File: src/logic/scil_pkg.sv
package scil_pkg;
    localparam int NCH = 2;
    localparam int NSRC = 6;
    localparam int FIFO_DEPTH = 3;
    // Register addresses
    localparam logic [3:0] A_VEC = 4'h0;
    localparam logic [3:0] A_MIC = 4'h1;
    localparam logic [3:0] A_SVEC = 4'h2;
    localparam logic [3:0] A_PEND = 4'h3;
    localparam logic [1:0] O_MODE = 2'h0;
    localparam logic [1:0] O_CTRL = 2'h1;
    localparam logic [1:0] O_STAT = 2'h2;
    localparam logic [1:0] O_DATA = 2'h3;
    // Master control bits
    localparam int MIC_MIE = 0;
    localparam int MIC_VIS = 1;
    localparam int MIC_NV = 2;
    // Transfer mode bits
    localparam int M_EXT = 0;
    localparam int M_TX = 1;
    localparam int M_RXLO = 2;
    localparam int M_PAR = 4;
    localparam int M_WEN = 5;
    localparam int M_WFN = 6;
    localparam int M_WRX = 7;
    // Channel control bits
    localparam int C_ECHO = 0;
    localparam int C_LOOP = 1;
    localparam int C_TXEN = 2;
    localparam int C_RXEN = 3;
    localparam int C_AUTO = 4;
    // Command bits, three per channel
    localparam int CMD_EXT = 0;
    localparam int CMD_TX = 1;
    localparam int CMD_ERR = 2;
    localparam int CMD_W = 3;
    localparam int CMD_IUS = 6;
    // Status vector codes
    localparam logic [2:0] VS_TX = 3'h0;
    localparam logic [2:0] VS_EXT = 3'h1;
    localparam logic [2:0] VS_RX = 3'h2;
    localparam logic [2:0] VS_SPEC = 3'h3;
    localparam logic [2:0] VS_CHA = 3'h4;
    localparam int VS_LO = 1;
    localparam logic [7:0] VEC_RST = 8'h00;
    localparam logic [7:0] MIC_RST = 8'h00;

    typedef enum logic [1:0] {
        RXI_OFF = 2'h0,
        RXI_FIRST = 2'h1,
        RXI_ALL = 2'h3,
        RXI_SPEC = 2'h2
    } scil_rxi_t;

    typedef struct packed {
        logic rxd;
        logic tx_line;
        logic cts;
        logic dcd;
        logic ri;
        logic brk;
        logic underrun;
        logic baud_zero;
        logic rx_valid;
        logic rx_perr;
        logic [7:0] rx_data;
        logic tx_taken;
    } scil_chin_t;

    typedef struct packed {
        logic txd;
        logic rx_line;
        logic tx_en;
        logic rx_en;
        logic tx_valid;
        logic [7:0] tx_data;
        logic wreq_o;
        logic wreq_oe;
    } scil_chout_t;

    typedef struct packed {
        logic [7:0] mode;
        logic [7:0] ctrl;
        logic [FIFO_DEPTH-1:0][8:0] fifo;
        logic [1:0] cnt;
        logic ovr;
        logic first_arm;
        logic first_ip;
        logic tx_full;
        logic tx_ip;
        logic ext_ip;
        logic cts_q;
        logic dcd_q;
        logic ri_q;
        logic brk_q;
        scil_chout_t out;
    } scil_ch_t;

    typedef struct packed {
        scil_ch_t [NCH-1:0] ch;
        logic [7:0] vec;
        logic [7:0] mic;
        logic [NSRC-1:0] in_service_flag;
        logic [7:0] rdata;
        logic irq_n;
        logic ceo;
    } scil_st_t;
endpackage

File: src/logic/scil_top.sv
// Our own choices: the address map and strobed register access.
`timescale 1ns/100ps
// Function
// - Auto Echo routes serial input to output
// - Echo path is raw, never decoded
// - Echo ignores clear-to-send as enable
// - Loopback feeds transmit data to receiver
// - Loopback ignores modem enables, keeps interrupts
// - Status registers stay current for polling
// - Separate plain vector and status vector addresses
// - Six sources: pending, in-service, enable flags
// - Global enable clear blocks every request
// - No pending while disabled; one pending register
// - Request low on pending and chain in
// - In-service blocks lower sources and chain out
// - Acknowledge sets in-service without higher request
// - A over B; receive, transmit, external
// - Transmit interrupt on buffer becoming empty
// - Three receive interrupt modes
// - Special condition: overrun, optional parity error
// - Special condition possible after first character
// - External events: modem edges, underrun, zero, break
// - Wait signals not ready; request signals ready
// - Three-entry receive FIFO per channel
// - Vector and master control shared by channels
// - Acknowledge read returns vector unless no-vector bit set, sets in-service
module scil_top
    import scil_pkg::*;
(
    // Clock and reset
    input wire logic clk,
    input wire logic resetn,
    // Register port
    input wire logic [3:0] bus_addr,
    input wire logic [7:0] bus_wdata,
    input wire logic bus_wr,
    input wire logic bus_rd,
    output logic [7:0] bus_rdata,
    // Interrupt chain
    input wire logic irq_acknowledge_n,
    input wire logic chain_enable_in,
    output logic chain_enable_out,
    output logic irq_req_n,
    // Channels, index 0 is channel A
    input wire scil_chin_t [NCH-1:0] ch_i,
    output scil_chout_t [NCH-1:0] ch_o
);
    scil_st_t s;
    scil_st_t n;
    logic [NSRC-1:0] ip;
    logic [NSRC-1:0] req;
    logic [NSRC-1:0] spec;
    logic ack;
    logic [2:0] top_src;
    logic top_ok;
    logic [2:0] hi_src;
    logic hi_ok;

    function automatic logic [7:0] mod_vec(input logic [7:0] v,
        input logic ok, input logic [2:0] src, input logic sp);
        logic [2:0] code;
        code = VS_SPEC;
        if (ok)
        begin
            unique case (src % 3'h3)
                3'h0: code = sp ? VS_SPEC : VS_RX;
                3'h1: code = VS_TX;
                default: code = VS_EXT;
            endcase
            if (src < 3'h3)
                code = code | VS_CHA;
        end
        mod_vec = v;
        mod_vec[VS_LO+:3] = code;
    endfunction

    always_comb
    begin
        logic blk;
        logic chsel;
        logic [1:0] off;
        logic wr_mode;
        logic rd_data;
        logic wr_data;
        logic cmd;
        logic ev;
        logic rdy;
        logic push;
        scil_rxi_t rxm;
        blk = 1'b0;
        chsel = 1'b0;
        off = bus_addr[1:0];
        wr_mode = 1'b0;
        rd_data = 1'b0;
        wr_data = 1'b0;
        cmd = bus_wr && bus_addr == A_PEND;
        ev = 1'b0;
        rdy = 1'b0;
        push = 1'b0;
        rxm = RXI_OFF;
        n = s;
        n.rdata = 8'h00;
        top_src = 3'h0;
        top_ok = 1'b0;
        hi_src = 3'h0;
        hi_ok = 1'b0;
        // Pending flags from registered state
        for (int c = 0; c < NCH; c++)
        begin
            rxm = scil_rxi_t'(s.ch[c].mode[M_RXLO+:2]);
            spec[c*3] = s.ch[c].ovr || (s.ch[c].mode[M_PAR]
                && s.ch[c].cnt != 2'h0 && s.ch[c].fifo[0][8]);
            spec[c*3+1] = 1'b0;
            spec[c*3+2] = 1'b0;
            unique case (rxm)
                RXI_OFF: ip[c*3] = 1'b0;
                RXI_FIRST: ip[c*3] = s.ch[c].first_ip || spec[c*3];
                RXI_ALL: ip[c*3] = s.ch[c].cnt != 2'h0 || spec[c*3];
                RXI_SPEC: ip[c*3] = spec[c*3];
            endcase
            ip[c*3+1] = s.ch[c].tx_ip && s.ch[c].mode[M_TX];
            ip[c*3+2] = s.ch[c].ext_ip && s.ch[c].mode[M_EXT];
        end
        // Internal chain in priority order
        for (int i = 0; i < NSRC; i++)
        begin
            blk = blk || s.in_service_flag[i];
            req[i] = ip[i] && !blk && s.mic[MIC_MIE]
                && chain_enable_in;
            if (req[i] && !top_ok)
            begin
                top_ok = 1'b1;
                top_src = 3'(i);
            end
            if (ip[i] && !hi_ok)
            begin
                hi_ok = 1'b1;
                hi_src = 3'(i);
            end
        end
        ack = !irq_acknowledge_n && bus_rd && top_ok;
        n.irq_n = !(|req);
        n.ceo = chain_enable_in && !(|s.in_service_flag) && !(!irq_acknowledge_n
            && s.mic[MIC_MIE] && |ip);
        // Shared registers
        if (bus_wr && bus_addr == A_VEC)
            n.vec = bus_wdata;
        if (bus_wr && bus_addr == A_MIC)
            n.mic = bus_wdata;
        if (cmd && bus_wdata[CMD_IUS])
        begin
            for (int i = NSRC - 1; i >= 0; i--)
                if (s.in_service_flag[i])
                    blk = 1'b0;
            for (int i = 0; i < NSRC; i++)
                if (s.in_service_flag[i] && !blk)
                begin
                    n.in_service_flag[i] = 1'b0;
                    blk = 1'b1;
                end
        end
        if (ack)
        begin
            n.in_service_flag[top_src] = 1'b1;
            if (!s.mic[MIC_NV])
                n.rdata = s.mic[MIC_VIS] ? mod_vec(s.vec, 1'b1, top_src,
                    spec[top_src]) : s.vec;
        end
        else if (bus_rd && irq_acknowledge_n)
        begin
            unique case (bus_addr)
                A_VEC: n.rdata = s.vec;
                A_SVEC: n.rdata = mod_vec(s.vec, hi_ok, hi_src,
                    spec[hi_src]);
                A_PEND: n.rdata = {2'h0, ip[0], ip[1], ip[2], ip[3],
                    ip[4], ip[5]};
                default: n.rdata = 8'h00;
            endcase
        end
        // Per-channel logic
        for (int c = 0; c < NCH; c++)
        begin
            chsel = bus_addr[3:2] == 2'(c + 1);
            wr_mode = bus_wr && chsel && off == O_MODE;
            wr_data = bus_wr && chsel && off == O_DATA;
            rd_data = bus_rd && irq_acknowledge_n && chsel
                && off == O_DATA;
            if (wr_mode)
            begin
                n.ch[c].mode = bus_wdata;
                n.ch[c].first_arm = bus_wdata[M_RXLO+:2] == RXI_FIRST;
            end
            if (bus_wr && chsel && off == O_CTRL)
                n.ch[c].ctrl = bus_wdata;
            if (bus_rd && irq_acknowledge_n && chsel && !ack)
            begin
                unique case (off)
                    O_MODE: n.rdata = 8'h00;
                    O_CTRL: n.rdata = s.ch[c].ctrl;
                    O_STAT: n.rdata = {s.ch[c].brk_q, s.ch[c].cts_q,
                        s.ch[c].ri_q, s.ch[c].dcd_q, !s.ch[c].tx_full,
                        1'b0, s.ch[c].ovr, s.ch[c].cnt != 2'h0};
                    O_DATA: n.rdata = s.ch[c].fifo[0][7:0];
                endcase
            end
            // Serial routing
            n.ch[c].out.txd = (s.ch[c].ctrl[C_ECHO]
                || s.ch[c].ctrl[C_LOOP]) ? ch_i[c].rxd
                : ch_i[c].tx_line;
            n.ch[c].out.rx_line = s.ch[c].ctrl[C_LOOP] ? ch_i[c].tx_line
                : ch_i[c].rxd;
            n.ch[c].out.tx_en = s.ch[c].ctrl[C_TXEN]
                && (!s.ch[c].ctrl[C_AUTO] || s.ch[c].ctrl[C_ECHO]
                || s.ch[c].ctrl[C_LOOP] || ch_i[c].cts);
            n.ch[c].out.rx_en = s.ch[c].ctrl[C_RXEN]
                && (!s.ch[c].ctrl[C_AUTO] || s.ch[c].ctrl[C_LOOP]
                || ch_i[c].dcd);
            // External/status events
            n.ch[c].cts_q = ch_i[c].cts;
            n.ch[c].dcd_q = ch_i[c].dcd;
            n.ch[c].ri_q = ch_i[c].ri;
            n.ch[c].brk_q = ch_i[c].brk;
            ev = (ch_i[c].cts != s.ch[c].cts_q)
                || (ch_i[c].dcd != s.ch[c].dcd_q)
                || (ch_i[c].ri != s.ch[c].ri_q)
                || (ch_i[c].brk != s.ch[c].brk_q)
                || ch_i[c].underrun || ch_i[c].baud_zero;
            if (cmd && bus_wdata[c*CMD_W+CMD_EXT])
                n.ch[c].ext_ip = 1'b0;
            if (ev && n.ch[c].mode[M_EXT])
                n.ch[c].ext_ip = 1'b1;
            // Transmit buffer
            if (ch_i[c].tx_taken && s.ch[c].tx_full)
                n.ch[c].tx_full = 1'b0;
            if (wr_data || (cmd && bus_wdata[c*CMD_W+CMD_TX]))
                n.ch[c].tx_ip = 1'b0;
            if (wr_data)
            begin
                n.ch[c].tx_full = 1'b1;
                n.ch[c].out.tx_data = bus_wdata;
            end
            if (ch_i[c].tx_taken && s.ch[c].tx_full
                && n.ch[c].mode[M_TX])
                n.ch[c].tx_ip = 1'b1;
            n.ch[c].out.tx_valid = n.ch[c].tx_full;
            // Receive FIFO
            if (rd_data && s.ch[c].cnt != 2'h0)
            begin
                for (int k = 0; k < FIFO_DEPTH - 1; k++)
                    n.ch[c].fifo[k] = s.ch[c].fifo[k+1];
                n.ch[c].cnt = s.ch[c].cnt - 2'h1;
                n.ch[c].first_ip = 1'b0;
            end
            if (cmd && bus_wdata[c*CMD_W+CMD_ERR])
                n.ch[c].ovr = 1'b0;
            push = ch_i[c].rx_valid && s.ch[c].ctrl[C_RXEN];
            if (push && n.ch[c].cnt == 2'(FIFO_DEPTH))
                n.ch[c].ovr = 1'b1;
            else if (push)
            begin
                n.ch[c].fifo[n.ch[c].cnt] = {ch_i[c].rx_perr,
                    ch_i[c].rx_data};
                n.ch[c].cnt = n.ch[c].cnt + 2'h1;
                if (s.ch[c].first_arm && !wr_mode)
                begin
                    n.ch[c].first_arm = 1'b0;
                    n.ch[c].first_ip = 1'b1;
                end
            end
            // Wait or request
            rdy = n.ch[c].mode[M_WRX] ? n.ch[c].cnt != 2'h0
                : !n.ch[c].tx_full;
            if (!n.ch[c].mode[M_WEN])
            begin
                n.ch[c].out.wreq_o = 1'b1;
                n.ch[c].out.wreq_oe = n.ch[c].mode[M_WFN];
            end
            else if (n.ch[c].mode[M_WFN])
            begin
                n.ch[c].out.wreq_o = !rdy;
                n.ch[c].out.wreq_oe = 1'b1;
            end
            else
            begin
                n.ch[c].out.wreq_o = 1'b0;
                n.ch[c].out.wreq_oe = !rdy;
            end
        end
    end

    always_ff @(posedge clk or negedge resetn)
    begin
        if (!resetn)
        begin
            s <= '0;
            s.vec <= VEC_RST;
            s.mic <= MIC_RST;
            s.irq_n <= 1'b1;
            s.ch[0].out.wreq_o <= 1'b1;
            s.ch[1].out.wreq_o <= 1'b1;
        end
        else
            s <= n;
    end

    assign bus_rdata = s.rdata;
    assign irq_req_n = s.irq_n;
    assign chain_enable_out = s.ceo;
    assign ch_o[0] = s.ch[0].out;
    assign ch_o[1] = s.ch[1].out;
endmodule

File: config.mk
export PLATFORM = sky130hd
export DESIGN_NAME = scil_top
export DESIGN_NICKNAME = d
export VERILOG_FILES = /design/src/logic/scil_pkg.sv /design/src/logic/scil_top.sv
export SDC_FILE = /design/constraint.sdc
export NUM_CORES = 1
export LEC_CHECK = 0
export ABC_AREA = 0
export BUFFER_PORTS_ARGS = -buffer_cell sky130_fd_sc_hd__buf_4
export CORE_MARGIN = 1
export CORE_UTILIZATION = 45
export CTS_CLUSTER_SIZE = 24
export DETAILED_ROUTE_END_ITERATION = 7
export GPL_TIMING_DRIVEN = 0
export PLACE_DENSITY = 0.63
export SLEW_MARGIN = 20
export SYNTH_ARGS = -nofsm -noshare
export SYNTH_HDL_FRONTEND = slang
export SYNTH_SLANG_ARGS = --single-unit
File: constraint.sdc
create_clock -name clk -period 7.78 [get_ports clk]
set_input_delay 0.778 -clock clk [delete_from_list [all_inputs] [get_ports clk]]
set_output_delay 0.778 -clock clk [all_outputs]
set_load 0.02 [all_outputs]
==> results of run 1 <==
## final cells by class
cell class / count / area, um^2
Buffer: 57 / 378
Clock buffer: 19 / 453
Clock inverter: 13 / 134
Fill cell: 1550 / 8090
Inverter: 38 / 143
Multi-Input combinational cell: 485 / 3620
Sequential cell: 165 / 4130
Tap cell: 229 / 287
Timing Repair Buffer: 93 / 726
## cell families (layout without fill, tap and decap cells)
family / Yosys count / after routing / share of synthesized area (%)
DFF: 165 / 165 / 50.0
and+or+nand+nor: 183 / 183 / 12.0
AOI/OAI and AO/OA: 147 / 147 / 11.4
adders and majority gates: 16 / 16 / 2.42
xor gates and xnor gates: 6 / 6 / 0.636
buffers and inverters: 95 / 220 / 6.30
muxes: 133 / 133 / 17.3
## how the worst min path moves through the flow
| stage | from | endpoint | slack, ns | cells after the start |
|---|---|---|---|---|
| floorplan | s[51] | s[51] | 0.46 | 1 |
| global placement | s[51] | s[51] | 0.48 | 1 |
| detailed placement | s[168] | s[168] | 0.49 | 1 |
| CTS | resetn | s[130] | 0.34 | 1 |
| global route | resetn | s[130] | 0.35 | 1 |
| finish | resetn | ch_o[28] | 0.32 | 1 |
## routing by layer
layer / share of wire, % / wire length, um / global-route usage, %
met5: 0 / 0 / 0
met4: 2.9 / 610 / 10.3
met3: 5.4 / 1140 / 4.67
met2: 47 / 9990 / 37.5
met1: 44 / 9310 / 31.4
## registers in the layout, summed over array words and instances (netlist names), named ones only
signal,count
irq_req_n,1
s,123
chain_enable_out,1
bus_rdata,8
ch_o,30
## per-stage QoR
step           instance area, um^2  instances  hold slack (ns)  total power, mW  util, %
6_report                      9870       1099            0.316             3.11     55.0
5_1_grt                       9870       1099            0.354             3.28     55.0
4_1_cts                       9870       1099            0.344             3.12     55.0
3_5_place_dp                  9290       1067            0.489             2.27     51.7
3_3_place_gp                  9240       1065            0.476             2.22     51.4
2_1_floorplan                 8270        745            0.463             1.95        -
## cell usage in the layout (no fill, tap or decap), types with 3 or more instances in the layout
cell       instances
a21oi_1           54
a221o_1            3
a22oi_1            4
a31oi_1            4
and2_1             3
buf_2              4
buf_4            133
clkbuf_1           9
clkbuf_16         17
dfrtp_1          162
dfstp_2            3
ha_1              16
inv_1             37
inv_6              7
mux2_2            79
mux2i_1           54
nand2_1           48
nand2b_1           7
nand3_1           15
nand3b_1           4
nand4b_1           3
nor2_1            66
nor2b_1            3
nor3_1             5
nor4_1             4
o2111ai_1          3
o21a_1             5
o21ai_0           20
o21ai_1           12
o221ai_1           8
o22ai_1           10
o2bb2ai_1          3
xnor2_1            6
## power by group through the flow
stage               clock (mW)  sequential [mW]  combinational (mW)
floorplan                    0             1.26               0.685
global placement             0             1.31               0.913
detailed placement           0             1.33               0.945
CTS                      0.857             1.31               0.952
global route             0.897             1.34                1.04
finish                   0.842             1.31               0.950
==> results.py, run 1 <==
metrics = {
    "sta": {
        "layout_min_cycle_time_ns": 3.29,
        "slew_headroom_pct": 37.4,
        "finalClockSkew_ns": 0.00911,
        "setup_viol": 0,
        "setup_ws_ns": 4.49,
        "setup_tns_ns": 0,
        "drv_slew": 0,
        "hold_viol_final": 0,
        "finalCritPeriodShare_pct": 42.3,
        "tightest_slew_ns": 0.936,
        "rsz0062_at_grt": "false",
        "timing.fmax_ghz": 0.304,
    },
    "drt": {
        "via_count": 6135,
        "first_iter_violations": 478,
        "dr.pass1.iters": 4,
        "drt_wl_total_um": 21000,
        "vias_per_cell": 5.58,
        "drc": 0,
        "ant_nets": 0,
        "wl_per_cell_um": 19.2,
    },
    "clock_network": {
        "ctsHoldBuffers": 0,
        "cts-resized-gates": 0,
        "clk_latency_ns": 0.43,
        "cts.clk_slew.worst_paths_ns": 0.07,
        "htree_levels": 4,
        "clkSinkCount": 165,
        "cts_max_path_buffers": 2,
        "postCtsSetupBuffers": 0,
        "root_buffer": "clkbuf_16",
        "cts_inserted_buffers": 17,
        "cts_tree": "yes",
    },
    "setup_path": {
        "slowest_delay_ns": 0.42,
        "reg2reg_slack_ns": 4.49,
        "worst-path-buf-inv": 2,
        "cp_common_cell": "ha_1",
        "crit_path_end_kind": "flip-flop",
        "r2r-end": "bus_rdata[2]",
        "slowest_stage": "o211ai_1",
        "critPathTopFamily": "compound AO/OA/AOI/OAI gates",
        "cp-endpoint": "bus_rdata[2]",
        "required_ns": 8.10,
        "worstSetupStartpoint": "s[127]",
        "critPathArrivalTime_ns": 3.61,
        "cp-start-kind": "flip-flop",
        "critical_path.cell_chain": "inv_1 -> ha_1 -> and3b_1 -> o22ai_1 -> a21oi_2 -> o211ai_1 -> inv_1 -> ha_1 -> ha_1 -> nand2b_1 -> nor4bb_1 -> o21ai_1 -> o2111ai_1",
        "criticalPathCategory": "reg2reg",
        "crit_fanout": 5,
        "r2r_cells": 13,
        "r2r_start": "s[127]",
        "cp_num_cells": 13,
    },
    "yosys": {
        "synth_nets": 817,
        "ys_ff_latch": 165,
        "yosysTopAreaCell": "dfrtp_1",
        "synth_edf_count": 0,
        "yosys-top-cells-count": "dfrtp_1, mux2_2, nor2_1",
        "synthArstFlopShare_pct": 100,
        "synth_flop_cell": "dfrtp_1",
        "synth_area_per_cell_um2": 11.1,
        "yosys.cell_types.count": 69,
        "synth_area_um2": 8270,
        "yosysSeqAreaShare_pct": 50.0,
        "synthTopCellsByArea": "dfrtp_1, mux2_2, mux2i_1",
        "yosysWarnings": 0,
        "synth_top_area_share_pct": 49.0,
        "synthCells": 745,
        "yosys.cell_count.top_type": "dfrtp_1",
    },
    "min_path": {
        "min-delay-path-class": "in2async",
    },
    "layout": {
        "num_antenna_cells": 0,
        "fin_nets": 929,
        "area_growth_pct": 19.4,
        "layout-drive-gt1-share_pct": 31.7,
    },
    "run": {
        "cap_viol_max_count": 0,
    },
    "power_and_ir_drop": {
        "switching_share_pct": 33.6,
        "intPower_mw": 2.06,
        "p_leak_nw": 4.51,
        "clock_power_share_pct": 27.1,
        "power_frac_seq_pct": 42.3,
        "p_sw_mw": 1.04,
        "powerDensity_nw_per_um2": 315,
        "combPwrFrac_pct": 30.6,
        "ir_worst_vdd_uv": 203,
    },
    "die": {
        "fp-row-count": 49,
        "start_util_pct": 46.0,
        "core_area_um2": 18000,
        "dieHeight_um": 138,
        "fp.dieArea_um2": 18900,
        "chipWidth_um": 138,
        "num_io_pins": 96,
    },
    "placed_design": {
        "place.gp.congestion": 0.889,
        "dp_hpwl_um": 15300,
        "dp_slack_ns": 4.15,
        "io_buffers": 91,
    },
    "grt": {
        "antenna_found_initial": 0,
        "grt_usage_pct": 23.7,
        "grt_overflow": 0,
        "grt_max_degree": 89,
        "grt_pass1_wl_um": 33100,
        "grt_pass1_vias": 6182,
    },
    "outcome": {
        "status": "finished, final reports clean",
    },
}
(Power assumes the default switching activity.)
==> run 2, diff against run 1 <==
Settings changed: PLACE_DENSITY 0.63 to 0.66.
Clock period 7.78 ns to 2.8 ns, I/O delays scaled along.
==> run 2 against run 1 <==
  * Register-to-register slack got worse by 4.5 ns
  * First-iteration DRC count fell by 13%
  * Worst setup slack got worse by 4.5 ns
  * Die area did not move
  * Critical path depth did not move
  * Count of clock-buffer cells in the layout fell by 1
  * Sequential power rose to 2.8 times the previous value
  * Hold slack got worse by 0.23 ns
  * Utilization rose by 1.3 points
==> results.py, run 2 (same netlist as run 1, synthesis figures left out) <==
metrics = {
    "placed_design": {
        "dp_hpwl_um": 14600,
        "place_area_um2": 9310,
        "place.gp.congestion": 0.912,
        "io_buffers": 91,
    },
    "grt": {
        "grt_max_degree": 68,
        "grt_pass1_vias": 5944,
        "grt_usage_pct": 22.9,
        "grt_overflow": 0,
        "antenna_found_initial": 0,
        "grt_pass1_wl_um": 32300,
    },
    "setup_path": {
        "r2r_start": "s[127]",
        "reg2reg_slack_ns": 0.006,
        "worstSetupStartpoint": "s[127]",
        "crit_fanout": 5,
        "slowest_delay_ns": 0.40,
        "cp-start-kind": "flip-flop",
        "r2r_cells": 13,
        "slowest_stage": "dfrtp_1",
        "critPathTopFamily": "compound AO/OA/AOI/OAI gates",
        "crit_path_end_kind": "flip-flop",
        "r2r-end": "bus_rdata[2]",
        "required_ns": 3.13,
        "critPathArrivalTime_ns": 3.13,
        "cp_num_cells": 13,
        "worst-path-buf-inv": 2,
        "critical_path.cell_chain": "inv_1 -> ha_4 -> and3b_1 -> o22ai_2 -> a21oi_2 -> o211ai_1 -> inv_1 -> ha_1 -> ha_1 -> nand2b_1 -> nor4bb_1 -> o21ai_1 -> o2111ai_2",
        "criticalPathCategory": "reg2reg",
    },
    "power_and_ir_drop": {
        "ir_worst_vdd_uv": 521,
        "switching_share_pct": 34.0,
        "p_sw_mw": 2.97,
        "combPwrFrac_pct": 31.5,
        "power_frac_seq_pct": 41.6,
        "intPower_mw": 5.77,
        "fin_total_pwr_mw": 8.74,
        "p_leak_nw": 4.59,
        "powerDensity_nw_per_um2": 866,
        "clock_power_share_pct": 26.9,
    },
    "min_path": {
        "holdPathEnd": "ch_o[13]",
        "min_path_cells": 2,
        "worstHoldStart": "ch_i[17]",
        "min-delay-path-class": "in2reg",
    },
    "drt": {
        "ant_nets": 0,
        "drc": 0,
        "first_iter_violations": 416,
        "via_count": 6109,
        "wl_per_cell_um": 18.3,
        "dr.pass1.iters": 5,
        "vias_per_cell": 5.50,
        "drt_wl_total_um": 20300,
    },
    "die": {
        "start_util_pct": 46.0,
        "chipWidth_um": 138,
        "fp.dieArea_um2": 18900,
        "core_area_um2": 18000,
        "num_io_pins": 96,
        "dieHeight_um": 138,
        "fp-row-count": 49,
    },
    "sta": {
        "timing.fmax_ghz": 0.358,
        "hold_viol_final": 0,
        "finalCritPeriodShare_pct": 99.8,
        "finalClockSkew_ns": 0.0125,
        "layout_min_cycle_time_ns": 2.79,
        "slew_headroom_pct": 38.0,
        "tightest_slew_ns": 0.927,
        "setup_viol": 0,
        "drv_slew": 0,
        "rsz0062_at_grt": "true",
        "setup_tns_ns": 0,
    },
    "layout": {
        "final_common_cell": "dfrtp_1",
        "final_cell_mix": "dfrtp_1, buf_4, mux2_2",
        "num_antenna_cells": 0,
        "final_area_um2": 10100,
        "regMostFlops": "s",
        "largest_reg_flops": 123,
        "fin_nets": 941,
        "layout-drive-gt1-share_pct": 33.7,
        "area_growth_pct": 22.1,
    },
    "clock_network": {
        "cts_tree": "yes",
        "cts.clk_slew.worst_paths_ns": 0.07,
        "clk_latency_ns": 0.44,
        "cts_inserted_buffers": 17,
        "root_buffer": "clkbuf_16",
        "clkSinkCount": 165,
        "cts_max_path_buffers": 2,
        "htree_levels": 4,
    },
    "run": {
        "cap_viol_max_count": 0,
    },
    "outcome": {
        "status": "finished, final reports clean",
    },
}
==> run 2: changes by cell type in the layout (fill, tap and decap cells not counted), sizes merged <==
cell,delta
buf,+4
dlygate4sd3,+9
clkinvlp,-1
clkbuf,-2
inv,+2
==> run 2: power groups by stage <==
stage / clock, mW / combinational [mW] / sequential (mW)
after global placement: 0 / 2.54 / 3.64
final: 2.35 / 2.76 / 3.63
after floorplan: 0 / 1.90 / 3.51
after CTS: 2.39 / 2.71 / 3.63
after global routing: 2.49 / 3.02 / 3.73
after detailed placement: 0 / 2.61 / 3.66
==> run 2: worst max-delay path by stage <==
stage	to
floorplan	bus_rdata[2]
global placement	bus_rdata[2]
detailed placement	bus_rdata[2]
CTS	bus_rdata[2]
global route	bus_rdata[2]
finish	bus_rdata[2]
==> run 2: final cells by class <==
cell class | count | area, um^2
Multi-Input combinational cell | 485 | 3710
Clock inverter | 14 | 155
Clock buffer | 18 | 429
Tap cell | 229 | 287
Sequential cell | 165 | 4130
Buffer | 56 | 375
Fill cell | 1563 | 7870
Timing Repair Buffer | 106 | 866
Inverter | 38 | 143
==> run 2: per-stage QoR <==
step | std cells | hold slack [ns] | utilization [%] | worst slack (ns)
3_5_place_dp | 1068 | 0.193 | 51.8 | -0.327
4_1_cts | 1111 | 0.0744 | 56.0 | 0.000368
6_report | 1111 | 0.0838 | 56.2 | 0.00571
2_1_floorplan | 745 | -0.0156 | - | 0.199
5_1_grt | 1111 | 0.0733 | 56.2 | -0.132
3_3_place_gp | 1065 | 0.399 | 51.4 | -0.337
==> run 2: per-layer routing <==
layer / vias to the layer above / global-route usage [%] / share of wire (%)
li1: 2862 / - / -
met1: 3060 / 31.7 / 45
met2: 167 / 36.2 / 48
met3: 20 / 4.67 / 5.4
met4: 0 / 6.90 / 1.5
met5: - / 0 / 0
==> run 2: worst reg2reg max path: stages (launching register included) <==
cell,delay [ns]
dfrtp_1,0.40
inv_1,0.10
ha_4,0.19
and3b_1,0.23
o22ai_2,0.17
a21oi_2,0.13
o211ai_1,0.27
inv_1,0.07
ha_1,0.21
ha_1,0.19
nand2b_1,0.19
nor4bb_1,0.29
o21ai_1,0.12
o2111ai_2,0.13
==> run 2: timing repair <==
| item | CTS | global route |
|---|---|---|
| setup buffers | 2 | 1 |
| pin swaps | 3 | 4 |
| hold buffers | 9 | 0 |
| hold endpoints to repair | 48 | 0 |
| resized for setup | 13 | 9 |
| endpoints found under the setup margin | 60 | 57 |
